**config.mk**
```make
export PLATFORM = sky130hd
export DESIGN_NAME = afw_top
export DESIGN_NICKNAME = d
export VERILOG_FILES = /design/src/verilog/afw_pkg.sv /design/src/verilog/afw_stat_if.sv /design/src/verilog/afw_stat.sv /design/src/verilog/afw_top.sv
export SDC_FILE = /design/constraint.sdc
export NUM_CORES = 2
export LEC_CHECK = 0
export ABC_AREA = 1
export BUFFER_PORTS_ARGS = -buffer_cell sky130_fd_sc_hd__buf_2
export CORE_UTILIZATION = 30
export CTS_CLUSTER_DIAMETER = 200
export DETAILED_ROUTE_END_ITERATION = 6
export GPL_TIMING_DRIVEN = 0
export HOLD_SLACK_MARGIN = 0.05
export SLEW_MARGIN = 15
export SYNTH_ARGS = -nofsm -noshare
export SYNTH_HDL_FRONTEND = slang
export SYNTH_SLANG_ARGS = --single-unit
export TNS_END_PERCENT = 10
```
**constraint.sdc**
```tcl
create_clock -name clk_sys -period 96.9 [get_ports clk_sys]
set_input_delay 9.69 -clock clk_sys [delete_from_list [all_inputs] [get_ports clk_sys]]
set_output_delay 9.69 -clock clk_sys [all_outputs]
set_load 0.02 [all_outputs]
```
**src/verilog/afw_pkg.sv**
```systemverilog
/*
  Shared constants, register map and helpers for the auto function window control.
  Assumes a byte-addressed Avalon-MM register bus with one 32-bit word per register.
*/
package afw_pkg;

  // ==========================================
  // Widths
  localparam int CW = 11;
  localparam int PW = 12;
  localparam int GW = 8;
  localparam int AW = 8;
  localparam int DW = 32;

  // ==========================================
  // Register byte offsets
  localparam logic [AW-1:0] ADR_CTRL   = 8'h00;
  localparam logic [AW-1:0] ADR_SEL    = 8'h04;
  localparam logic [AW-1:0] ADR_WIN_X  = 8'h08;
  localparam logic [AW-1:0] ADR_WIN_Y  = 8'h0c;
  localparam logic [AW-1:0] ADR_WIN_W  = 8'h10;
  localparam logic [AW-1:0] ADR_WIN_H  = 8'h14;
  localparam logic [AW-1:0] ADR_IMG_X  = 8'h18;
  localparam logic [AW-1:0] ADR_IMG_Y  = 8'h1c;
  localparam logic [AW-1:0] ADR_IMG_W  = 8'h20;
  localparam logic [AW-1:0] ADR_IMG_H  = 8'h24;
  localparam logic [AW-1:0] ADR_LOWER  = 8'h28;
  localparam logic [AW-1:0] ADR_UPPER  = 8'h2c;
  localparam logic [AW-1:0] ADR_TARGET = 8'h30;
  localparam logic [AW-1:0] ADR_PARAM  = 8'h34;
  localparam logic [AW-1:0] ADR_STATUS = 8'h38;
  localparam logic [AW-1:0] ADR_BIN    = 8'h3c;

  // ==========================================
  // Field positions
  localparam int CTRL_MODE_LSB = 0;
  localparam int ST_AVG_LSB    = 0;
  localparam int ST_MODE_LSB   = 8;
  localparam int ST_OVL_BIT    = 10;
  localparam int ST_FAIL_BIT   = 11;

  // ==========================================
  // Modes and timing
  typedef enum logic [1:0] {AFW_OFF, AFW_ONCE, AFW_CONT} afw_mode_e;
  localparam logic [1:0]    MODE_CODE_ONCE = 2'h1;
  localparam logic [1:0]    MODE_CODE_CONT = 2'h2;
  localparam logic [4:0]    ONCE_MAX_IMG   = 5'h1e;
  localparam logic [GW-1:0] TOL_RST        = 8'h02;
  localparam logic [PW-1:0] STEP           = 12'h001;
  localparam logic [PW-1:0] LOWER_RST      = 12'h000;
  localparam logic [PW-1:0] UPPER_RST      = 12'hfff;
  localparam logic [PW-1:0] PARAM_RST      = 12'h100;
  localparam logic [GW-1:0] TARGET_RST     = 8'h80;
  localparam logic [CW-1:0] ZERO_C         = 11'h000;

  // Pixel position test against a start and a size
  function automatic logic in_rng(input logic [CW-1:0] p, input logic [CW-1:0] s,
                                  input logic [CW-1:0] n);
    logic [CW:0] e;
    e = {1'b0, s} + {1'b0, n};
    return ({1'b0, p} >= {1'b0, s}) && ({1'b0, p} < e);
  endfunction

  // Start clamped inside the array
  function automatic logic [CW-1:0] clamp_start(input logic [CW-1:0] s, input logic [CW-1:0] lim);
    return (s >= lim) ? lim - 11'h001 : s;
  endfunction

  // Size clamped so that start plus size stays inside the array
  function automatic logic [CW-1:0] clamp_size(input logic [CW-1:0] s, input logic [CW-1:0] n,
                                               input logic [CW-1:0] lim);
    logic [CW:0] e;
    e = {1'b0, s} + {1'b0, n};
    if (n == ZERO_C) return 11'h001;
    return (e > {1'b0, lim}) ? lim - s : n;
  endfunction

endpackage

```
**src/verilog/afw_stat_if.sv**
```systemverilog
/*
  Carrier between the control block and the statistics accumulator.
  Assumes both ends share clk_sys.
*/
`timescale 1ns/10ps
interface afw_stat_if;
  import afw_pkg::*;
  logic [CW-1:0] win_x;
  logic [CW-1:0] win_y;
  logic [CW-1:0] win_w;
  logic [CW-1:0] win_h;
  logic [CW-1:0] img_x;
  logic [CW-1:0] img_y;
  logic [CW-1:0] img_w;
  logic [CW-1:0] img_h;
  logic          done;
  logic          overlap;
  logic [GW-1:0] avg;

  modport ctl (output win_x, win_y, win_w, win_h, img_x, img_y, img_w, img_h,
               input done, overlap, avg);
  modport acc (input win_x, win_y, win_w, win_h, img_x, img_y, img_w, img_h,
               output done, overlap, avg);
endinterface

```
**src/verilog/afw_stat.sv**
```systemverilog
/*
  Per-image gray statistics over the overlap of statistics window and output image window.
  Assumes pixel coordinates arrive in the sensor's (binned when binning is on) grid
  and that frame_end follows the last pixel of an image.
*/
`timescale 1ns/10ps
module afw_stat (
  // Clock and reset
  input  wire logic              clk_sys,
  input  wire logic              nrst,
  // Pixel stream
  input  wire logic              pix_valid,
  input  wire logic [afw_pkg::CW-1:0] pix_col,
  input  wire logic [afw_pkg::CW-1:0] pix_row,
  input  wire logic [afw_pkg::GW-1:0] pix_gray,
  input  wire logic              frame_end,
  // Statistics carrier
  afw_stat_if.acc                st
);
  import afw_pkg::*;

  localparam int SW = GW + 2 * CW;
  localparam int NW = 2 * CW;

  logic [SW-1:0] sum_reg;
  logic [NW-1:0] cnt_reg;
  logic          done_reg;
  logic          ovl_reg;
  logic [GW-1:0] avg_reg;

  // ==========================================
  // Window membership
  // overlap of both windows only
  wire in_stat = in_rng(pix_col, st.win_x, st.win_w) && in_rng(pix_row, st.win_y, st.win_h);
  wire in_img  = in_rng(pix_col, st.img_x, st.img_w) && in_rng(pix_row, st.img_y, st.img_h);
  wire take    = pix_valid && in_stat && in_img;
  wire cnt_nz  = (cnt_reg != '0);
  wire [SW-1:0] quot = cnt_nz ? sum_reg / SW'(cnt_reg) : '0;

  // ==========================================
  // Accumulate and close the image
  always_ff @(posedge clk_sys or negedge nrst) begin
    if (!nrst) begin
      sum_reg  <= '0;
      cnt_reg  <= '0;
      done_reg <= 1'b0;
      ovl_reg  <= 1'b0;
      avg_reg  <= '0;
    end else begin
      done_reg <= frame_end;
      if (frame_end) begin
        sum_reg <= '0;
        cnt_reg <= '0;
        ovl_reg <= cnt_nz;
        avg_reg <= quot[GW-1:0];
      end else if (take) begin
        sum_reg <= sum_reg + SW'(pix_gray);
        cnt_reg <= cnt_reg + NW'(1);
      end
    end
  end

  assign st.done    = done_reg;
  assign st.overlap = ovl_reg;
  assign st.avg     = avg_reg;
endmodule

```
**src/verilog/afw_top.sv**
```systemverilog
/*
  Auto function control: off / once / continuous sequencing of one brightness parameter,
  statistics windows and output image window, reached over Avalon-MM with waitrequest.
  Assumes synchronous pixel stream with a frame_end pulse per image on clk_sys.
*/
// Operation
// - Once mode adjusts, then self-switches off
// - Once mode gives up after 30 images
// - Once and continuous modes both supported
// - Continuous keeps adjusting until mode changes
// - Rerun, continuous or manual write changes parameter
// - Settings accepted while images stream
// - New mode may lag a few images
// - Window origin is column 0, row 0
// - Window is start, width, line, height
// - Only overlap pixels feed the adjustment
// - No overlap means no automatic control
// - No overlap lets manual value rule
// - Average gray steered to target within limits
// - Reset window covers full sensor
// - Window settings in one-pixel steps
// - Binning makes settings count binned units
`timescale 1ns/10ps
module afw_top #(
  parameter logic [afw_pkg::CW-1:0] SENSOR_W = 11'd659,
  parameter logic [afw_pkg::CW-1:0] SENSOR_H = 11'd494,
  parameter int                     NUM_WIN  = 2
) (
  // Clock and reset
  input  wire logic                     clk_sys,
  input  wire logic                     nrst,
  // Avalon-MM slave
  input  wire logic [afw_pkg::AW-1:0]   avm_address,
  input  wire logic                     avm_read,
  input  wire logic                     avm_write,
  input  wire logic [afw_pkg::DW-1:0]   avm_writedata,
  output logic      [afw_pkg::DW-1:0]   avm_readdata,
  output logic                          avm_waitrequest,
  // Pixel stream
  input  wire logic                     pix_valid,
  input  wire logic [afw_pkg::CW-1:0]   pix_col,
  input  wire logic [afw_pkg::CW-1:0]   pix_row,
  input  wire logic [afw_pkg::GW-1:0]   pix_gray,
  input  wire logic                     frame_end,
  // Applied parameter
  output logic      [afw_pkg::PW-1:0]   param_out,
  output afw_pkg::afw_mode_e            mode_out
);
  import afw_pkg::*;

  localparam int SELW = (NUM_WIN > 1) ? $clog2(NUM_WIN) : 1;

  // ==========================================
  // State
  afw_mode_e      mode_reg;
  logic [4:0]     imgs_reg;
  logic           fail_reg;
  logic [SELW-1:0] sel_reg;
  logic           bin_reg;
  logic [CW-1:0]  win_x_reg [NUM_WIN];
  logic [CW-1:0]  win_y_reg [NUM_WIN];
  logic [CW-1:0]  win_w_reg [NUM_WIN];
  logic [CW-1:0]  win_h_reg [NUM_WIN];
  logic [CW-1:0]  img_x_reg;
  logic [CW-1:0]  img_y_reg;
  logic [CW-1:0]  img_w_reg;
  logic [CW-1:0]  img_h_reg;
  logic [PW-1:0]  lower_reg;
  logic [PW-1:0]  upper_reg;
  logic [GW-1:0]  target_reg;
  logic [PW-1:0]  param_reg;
  logic [PW-1:0]  manual_reg;
  logic [DW-1:0]  rdata_reg;
  logic           wait_reg;

  afw_stat_if st ();

  // ==========================================
  // Bus decode
  // Waitrequest drops one cycle after the request; the write lands on the following edge, while it is low
  wire wr_en     = avm_write && !wait_reg;
  wire wr_ctrl   = wr_en && (avm_address == ADR_CTRL);
  wire wr_sel    = wr_en && (avm_address == ADR_SEL);
  wire wr_wx     = wr_en && (avm_address == ADR_WIN_X);
  wire wr_wy     = wr_en && (avm_address == ADR_WIN_Y);
  wire wr_ww     = wr_en && (avm_address == ADR_WIN_W);
  wire wr_wh     = wr_en && (avm_address == ADR_WIN_H);
  wire wr_ix     = wr_en && (avm_address == ADR_IMG_X);
  wire wr_iy     = wr_en && (avm_address == ADR_IMG_Y);
  wire wr_iw     = wr_en && (avm_address == ADR_IMG_W);
  wire wr_ih     = wr_en && (avm_address == ADR_IMG_H);
  wire wr_lo     = wr_en && (avm_address == ADR_LOWER);
  wire wr_hi     = wr_en && (avm_address == ADR_UPPER);
  wire wr_tgt    = wr_en && (avm_address == ADR_TARGET);
  wire wr_par    = wr_en && (avm_address == ADR_PARAM);
  wire wr_bin    = wr_en && (avm_address == ADR_BIN);
  wire [CW-1:0] wd_c = avm_writedata[CW-1:0];
  wire [1:0]    wd_m = avm_writedata[CTRL_MODE_LSB +: 2];

  // binned grid halves the array limits
  wire [CW-1:0] lim_w = bin_reg ? (SENSOR_W >> 1) : SENSOR_W;
  wire [CW-1:0] lim_h = bin_reg ? (SENSOR_H >> 1) : SENSOR_H;
  wire [CW-1:0] cur_x = win_x_reg[sel_reg];
  wire [CW-1:0] cur_y = win_y_reg[sel_reg];
  wire [CW-1:0] cur_w = win_w_reg[sel_reg];
  wire [CW-1:0] cur_h = win_h_reg[sel_reg];
  wire [CW-1:0] new_x = clamp_start(wd_c, lim_w);
  wire [CW-1:0] new_y = clamp_start(wd_c, lim_h);
  wire [CW-1:0] bin_w = avm_writedata[0] ? (SENSOR_W >> 1) : SENSOR_W;
  wire [CW-1:0] bin_h = avm_writedata[0] ? (SENSOR_H >> 1) : SENSOR_H;

  // Unknown mode codes fall back to off
  wire afw_mode_e wd_mode = (wd_m == MODE_CODE_ONCE) ? AFW_ONCE :
                            (wd_m == MODE_CODE_CONT) ? AFW_CONT : AFW_OFF;

  wire [DW-1:0] status_w = DW'({fail_reg, st.overlap, mode_reg, st.avg});
  wire [DW-1:0] rd_mux =
    (avm_address == ADR_CTRL)   ? DW'(mode_reg) :
    (avm_address == ADR_SEL)    ? DW'(sel_reg) :
    (avm_address == ADR_WIN_X)  ? DW'(cur_x) :
    (avm_address == ADR_WIN_Y)  ? DW'(cur_y) :
    (avm_address == ADR_WIN_W)  ? DW'(cur_w) :
    (avm_address == ADR_WIN_H)  ? DW'(cur_h) :
    (avm_address == ADR_IMG_X)  ? DW'(img_x_reg) :
    (avm_address == ADR_IMG_Y)  ? DW'(img_y_reg) :
    (avm_address == ADR_IMG_W)  ? DW'(img_w_reg) :
    (avm_address == ADR_IMG_H)  ? DW'(img_h_reg) :
    (avm_address == ADR_LOWER)  ? DW'(lower_reg) :
    (avm_address == ADR_UPPER)  ? DW'(upper_reg) :
    (avm_address == ADR_TARGET) ? DW'(target_reg) :
    (avm_address == ADR_PARAM)  ? DW'(param_reg) :
    (avm_address == ADR_STATUS) ? status_w :
    (avm_address == ADR_BIN)    ? DW'(bin_reg) : '0;

  always_ff @(posedge clk_sys or negedge nrst) begin
    if (!nrst) begin
      wait_reg  <= 1'b1;
      rdata_reg <= '0;
    end else begin
      wait_reg  <= !((avm_read || avm_write) && wait_reg);
      if (avm_read && wait_reg) rdata_reg <= rd_mux;
    end
  end

  // ==========================================
  // Windows
  // any start or size in one-pixel steps, clamped to the array
  always_ff @(posedge clk_sys or negedge nrst) begin
    if (!nrst) begin
      sel_reg <= '0;
      bin_reg <= 1'b0;
      for (int i = 0; i < NUM_WIN; i++) begin
        // full sensor after reset, origin at 0,0
        win_x_reg[i] <= ZERO_C;
        win_y_reg[i] <= ZERO_C;
        win_w_reg[i] <= SENSOR_W;
        win_h_reg[i] <= SENSOR_H;
      end
    end else begin
      if (wr_sel) sel_reg <= avm_writedata[SELW-1:0];
      if (wr_bin) begin
        // a grid change resets every statistics window to the new full array
        bin_reg <= avm_writedata[0];
        for (int i = 0; i < NUM_WIN; i++) begin
          win_x_reg[i] <= ZERO_C;
          win_y_reg[i] <= ZERO_C;
          win_w_reg[i] <= bin_w;
          win_h_reg[i] <= bin_h;
        end
      end
      // start writes also shrink the size when needed
      if (wr_wx) begin
        win_x_reg[sel_reg] <= new_x;
        win_w_reg[sel_reg] <= clamp_size(new_x, cur_w, lim_w);
      end
      if (wr_wy) begin
        win_y_reg[sel_reg] <= new_y;
        win_h_reg[sel_reg] <= clamp_size(new_y, cur_h, lim_h);
      end
      if (wr_ww) win_w_reg[sel_reg] <= clamp_size(cur_x, wd_c, lim_w);
      if (wr_wh) win_h_reg[sel_reg] <= clamp_size(cur_y, wd_c, lim_h);
    end
  end

  always_ff @(posedge clk_sys or negedge nrst) begin
    if (!nrst) begin
      img_x_reg  <= ZERO_C;
      img_y_reg  <= ZERO_C;
      img_w_reg  <= SENSOR_W;
      img_h_reg  <= SENSOR_H;
      lower_reg  <= LOWER_RST;
      upper_reg  <= UPPER_RST;
      target_reg <= TARGET_RST;
    end else begin
      // all settings may change while images stream
      if (wr_ix)  img_x_reg  <= wd_c;
      if (wr_iy)  img_y_reg  <= wd_c;
      if (wr_iw)  img_w_reg  <= wd_c;
      if (wr_ih)  img_h_reg  <= wd_c;
      if (wr_lo)  lower_reg  <= avm_writedata[PW-1:0];
      if (wr_hi)  upper_reg  <= avm_writedata[PW-1:0];
      if (wr_tgt) target_reg <= avm_writedata[GW-1:0];
    end
  end

  // Window 0 feeds the brightness function
  assign st.win_x = win_x_reg[0];
  assign st.win_y = win_y_reg[0];
  assign st.win_w = win_w_reg[0];
  assign st.win_h = win_h_reg[0];
  assign st.img_x = img_x_reg;
  assign st.img_y = img_y_reg;
  assign st.img_w = img_w_reg;
  assign st.img_h = img_h_reg;

  afw_stat u_stat (
    .clk_sys   (clk_sys),
    .nrst      (nrst),
    .pix_valid (pix_valid),
    .pix_col   (pix_col),
    .pix_row   (pix_row),
    .pix_gray  (pix_gray),
    .frame_end (frame_end),
    .st        (st.acc)
  );

  // ==========================================
  // Adjustment
  // step toward the target, held within the limits
  wire          tick    = st.done && (mode_reg != AFW_OFF);
  wire          reached = (st.avg >= target_reg) ? (st.avg - target_reg <= TOL_RST)
                                                 : (target_reg - st.avg <= TOL_RST);
  wire [PW:0]   up_v    = {1'b0, param_reg} + {1'b0, STEP};
  wire [PW-1:0] dn_v    = (param_reg > STEP) ? param_reg - STEP : '0;
  wire [PW-1:0] raw_v   = (st.avg < target_reg) ? (up_v[PW] ? UPPER_RST : up_v[PW-1:0]) : dn_v;
  wire [PW-1:0] lim_v   = (raw_v > upper_reg) ? upper_reg : (raw_v < lower_reg) ? lower_reg : raw_v;
  wire          good    = st.overlap && reached;
  wire [4:0]    imgs_n  = imgs_reg + 5'h01;
  // thirtieth unsuccessful image ends a once run
  wire          give_up = (mode_reg == AFW_ONCE) && !good && (imgs_n >= ONCE_MAX_IMG);

  always_ff @(posedge clk_sys or negedge nrst) begin
    if (!nrst) begin
      mode_reg   <= AFW_OFF;
      imgs_reg   <= '0;
      fail_reg   <= 1'b0;
      param_reg  <= PARAM_RST;
      manual_reg <= PARAM_RST;
    end else begin
      // a manual write always takes over the parameter
      if (wr_par) begin
        param_reg  <= avm_writedata[PW-1:0];
        manual_reg <= avm_writedata[PW-1:0];
      end else if (tick) begin
        // no overlap hands brightness back to the manual value
        if (!st.overlap) param_reg <= manual_reg;
        else if (!reached) param_reg <= lim_v;
      end
      // a new mode starts on the next closed image
      if (wr_ctrl) begin
        mode_reg <= wd_mode;
        imgs_reg <= '0;
      end else if (tick && (mode_reg == AFW_ONCE)) begin
        // target reached switches the function off
        if (good || give_up) mode_reg <= AFW_OFF;
        imgs_reg <= imgs_n;
      end
      // continuous stays on until software changes the mode
      // Give-up flag: a set in the same cycle wins over the clear by a mode write
      fail_reg <= (tick && give_up) || (fail_reg && !wr_ctrl);
    end
  end

  assign avm_readdata    = rdata_reg;
  assign avm_waitrequest = wait_reg;
  assign param_out       = param_reg;
  assign mode_out        = mode_reg;
endmodule

```
==> run summary <==
The flow ran to the end, and the final reports show no timing, DRC or antenna violations. Setup repair after global routing left no endpoint under its margin. After layout, the minimum clock period comes to 83660 ps. Measured against the total synthesized area, the mux share comes to 0.131%.

The tools report the setup violation total in the final timing report as 0. The count of buffers added on input and output ports is 82. In this run the worst setup path terminates at u_stat.st.avg[0]. The startpoint of the worst-slack reg-to-reg timing path is u_stat.cnt_reg[14]. The tightest min-delay check is of the reg -> reg type. Measured against its own limit, the worst slew margin works out to 22.9%. Along the worst hold path, the cell count comes to 2.

The share of synthesized cell area in and, or, nand and nor gates was 24.2%. After Yosys synthesis, full adders, half adders and majority gates account for 19.9% of the synthesized area. The logs give 16500 for the number of filler cells placed in the layout and 0 for the number of gates resized after CTS. The number of antenna violations at the first check in global routing came out at 2. The cell sitting at the root of the clock tree is a sky130_fd_sc_hd__clkbuf_16. The tools report the timing-limited maximum frequency as 0.0120 GHz. The repair_antennas step left the layout with diodes totalling 0. The clock arrives with 33.7 ps of skew.

End of the worst register-to-register path: u_stat.st.avg[0]. Mean routed wirelength per cell: 16.9 um. The clock reaches the later pin of the worst-skew pair after 590 ps. The tool flagged a number of max-cap violations equal to 0. The fraction of final layout cells sized beyond drive strength 1 came out at 8.37%.

Entering global routing, the biggest net connects 104 pins. The run gives 0 as the remaining global-route overflow. The largest family of logic cells by synthesized area is simple AND/OR/NAND/NOR gates. The clock sink count was 273; the cell count after synthesis was 6855. The slowest stage of the critical path is the sky130_fd_sc_hd__clkinv_1 cell.

The number of hold violations in the final report was 0; the net count of the finished layout was 7806. The chip height works out to 393 um. For the number of detailed-routing iterations run before antenna repair, the log shows 5. TritonCTS built the clock tree. The top-area cell type share of the netlist area works out to 19.5%. The run gives 143 as the total number of placement rows. The wire-length estimate of the detail-placed layout is 123000 um. The tools report the final number of max-transition violations as 0.

For this run, the leading register cell type out of synthesis is sky130_fd_sc_hd__dfrtp_1. The flip-flop count of the largest register after layout is 30, and the clock edge transition at the registers on the reported setup and hold paths is 60 ps. The largest single stage delay on the critical path is 900 ps.

Dividing the detail-routed via count by the number of cells gives 5.18. Adding up every negative setup slack in the final design gives 0 ps. Count of cells along the worst register-to-register path: 535. For flop-to-flop paths, the worst setup slack is 13240 ps.

Pin placement for this block handled 123 I/O pins. The DRC violation total after the first TritonRoute iteration was 3324. Leaving out fill and tap cells, the most frequent cells in the layout are sky130_fd_sc_hd__nand2_1 (1429), sky130_fd_sc_hd__inv_1 (908), sky130_fd_sc_hd__ha_1 (714). After synthesis, flip-flops and latches occupy 15.0% of the total area. Once routing completed, OpenROAD measured the worst setup slack at 13240 ps. The first global-routing pass estimated 242000 um of wire.

The area growth from synthesis to layout is 9.52%, and the synthesized-area fraction occupied by ao, oa, aoi and oai cells is 22.6%. Before CTS, the worst setup slack after placement is 14010 ps. The logs give 34400 um^2 for the multi-input logic area and 152000 um^2 for the core outline area. The detailed router placed 46900 vias in this run. In this run, synthesis inferred 0 flip-flops with an integrated enable. The detail route stage leaves a number of antenna-violating nets equal to 0. Summing every instance area after synthesis gives 45900 um^2. Cells fill 33.1% of the core in the end. The all-layer global routing usage was 19.4%; the die boundary width was 393 um.

For the pin with the worst max-slew slack, the measured transition is 1150 ps. Clock tree synthesis inserted a total of 34 buffers. Leaving out fill and tap cells, the most frequent cell in the layout is sky130_fd_sc_hd__nand2_1. The ratio of final minimum period to clock period is 86.3%, and the maximum buffer depth of the clock tree is 3. The worst setup path is launched from a register. The Yosys step of the flow raised 0 warnings. For the instance area at placement, the log shows 49200 um^2.

The global placement routability congestion was 0.964; the required time of the critical path was 97360 ps. The number of post-CTS setup repair buffers was 0; the die footprint was 155000 um^2. The share of the synthesized netlist area taken by xor and xnor gates is 7.94%, and the mean area per synthesized cell is 6.70 um^2. The most numerous cell type found on the critical path is sky130_fd_sc_hd__nand2_1. The netlist uses 86 different library cells.

In the synthesized netlist the async set-or-reset flop fraction comes to 100%. By area the synthesized netlist is led by sky130_fd_sc_hd__ha_1 (19%), sky130_fd_sc_hd__dfrtp_1 (12%), sky130_fd_sc_hd__nand2_1 (12%), sky130_fd_sc_hd__inv_1 (7.5%), sky130_fd_sc_hd__o21ai_0 (7.0%). The H-tree level count came out at 2.

The worst setup path is captured at a register. The run gives 0 as the post-route DRC violation count. The final standard cell area without fillers came out at 50300 um^2. The tools report the signal arrival time at the worst endpoint as 84120 ps. The worst setup path category is reg -> reg. The number of global-route vias before repair was 44700; the number of flip-flops and latches in the synthesized netlist was 273.

Of all nets on the critical path, the largest fanout is 19. The synthesized design spends more area on one cell type than any other, namely sky130_fd_sc_hd__ha_1. In this run, post-CTS hold repair placed 0 buffers. The worst setup path startpoint is u_stat.cnt_reg[14]. The final routed wirelength across all metal layers was 153000 um; the starting density of the core was 30.2%. Flip-flop and latch area: 6900 um^2.
[cell families after synthesis]
logic type / after synthesis
AOI/OAI and AO/OA: 1727
xor gates and xnor gates: 416
adders and majority gates: 725
buffers and inverters: 1188
DFF: 273
muxes: 6
other: 1
and+or+nand+nor: 2519
[metal layers]
| metal | global-route usage [%] | up-vias | share of wire [%] |
|---|---|---|---|
| met3 | 2.30 | 270 | 5.9 |
| met1 | 26.1 | 21900 | 46 |
| li1 | - | 23500 | - |
| met4 | 6.16 | 2 | 3.4 |
| met5 | 0 | - | 0.0098 |
| met2 | 32.2 | 1291 | 45 |
[final cells by class]
class	instances	area share (%)
multi-input cells	5416	68.5
clock buffers	51	1.98
repair buffers	92	1.32
flip-flops and latches	273	13.7
well taps	2030	5.05
clock inverters	9	0.167
plain buffers	210	1.95
inverters	978	7.31
[stage by stage]
| step | hold WS, ps | std cells |
|---|---|---|
| 2_1_floorplan | 437 | 6877 |
| 3_3_place_gp | 451 | 8989 |
| 3_5_place_dp | 454 | 8999 |
| 4_1_cts | 467 | 9059 |
| 5_1_grt | 481 | 9059 |
| 6_report | 467 | 9059 |
[critical path: cells and delay by family (launching register included)]
kind	cells	cell delay, ps
AOI/OAI and AO/OA	211	35800
adders and majority gates	29	9360
buffers and inverters	107	16600
DFF	1	390
and+or+nand+nor	188	21300
[cells in the mapped netlist, types with 34 or more instances]
cell type,n
sky130_fd_sc_hd__a21o_1,39
sky130_fd_sc_hd__xnor2_1,141
sky130_fd_sc_hd__dfstp_2,52
sky130_fd_sc_hd__o211ai_1,61
sky130_fd_sc_hd__clkbuf_1,146
sky130_fd_sc_hd__a21oi_2,46
sky130_fd_sc_hd__nand3_1,308
sky130_fd_sc_hd__ha_1,714
sky130_fd_sc_hd__nand3_2,35
sky130_fd_sc_hd__inv_2,42
sky130_fd_sc_hd__or2_2,59
sky130_fd_sc_hd__o21bai_1,70
sky130_fd_sc_hd__inv_1,922
sky130_fd_sc_hd__nor4_1,34
sky130_fd_sc_hd__a21oi_1,482
sky130_fd_sc_hd__buf_4,35
sky130_fd_sc_hd__nor3_1,83
sky130_fd_sc_hd__nand2_1,1429
sky130_fd_sc_hd__nor2_1,380
sky130_fd_sc_hd__o21ai_0,640
sky130_fd_sc_hd__xor2_1,275
sky130_fd_sc_hd__o21ai_1,73
sky130_fd_sc_hd__nand4_1,67
sky130_fd_sc_hd__a211oi_1,37
sky130_fd_sc_hd__dfrtp_1,221
sky130_fd_sc_hd__o2111ai_1,36
[how the worst min path moves through the flow]
stage | start | end | slack, ps
floorplan | manual_reg[0] | manual_reg[0] | 440
global placement | manual_reg[4] | manual_reg[4] | 450
detailed placement | manual_reg[4] | manual_reg[4] | 450
CTS | manual_reg[8] | manual_reg[8] | 470
global route | manual_reg[8] | manual_reg[8] | 480
finish | manual_reg[8] | manual_reg[8] | 470
Power is left out: the tool's default activity adds up to more than one toggle a clock period on the data nets, which glitch-free logic cannot reach.
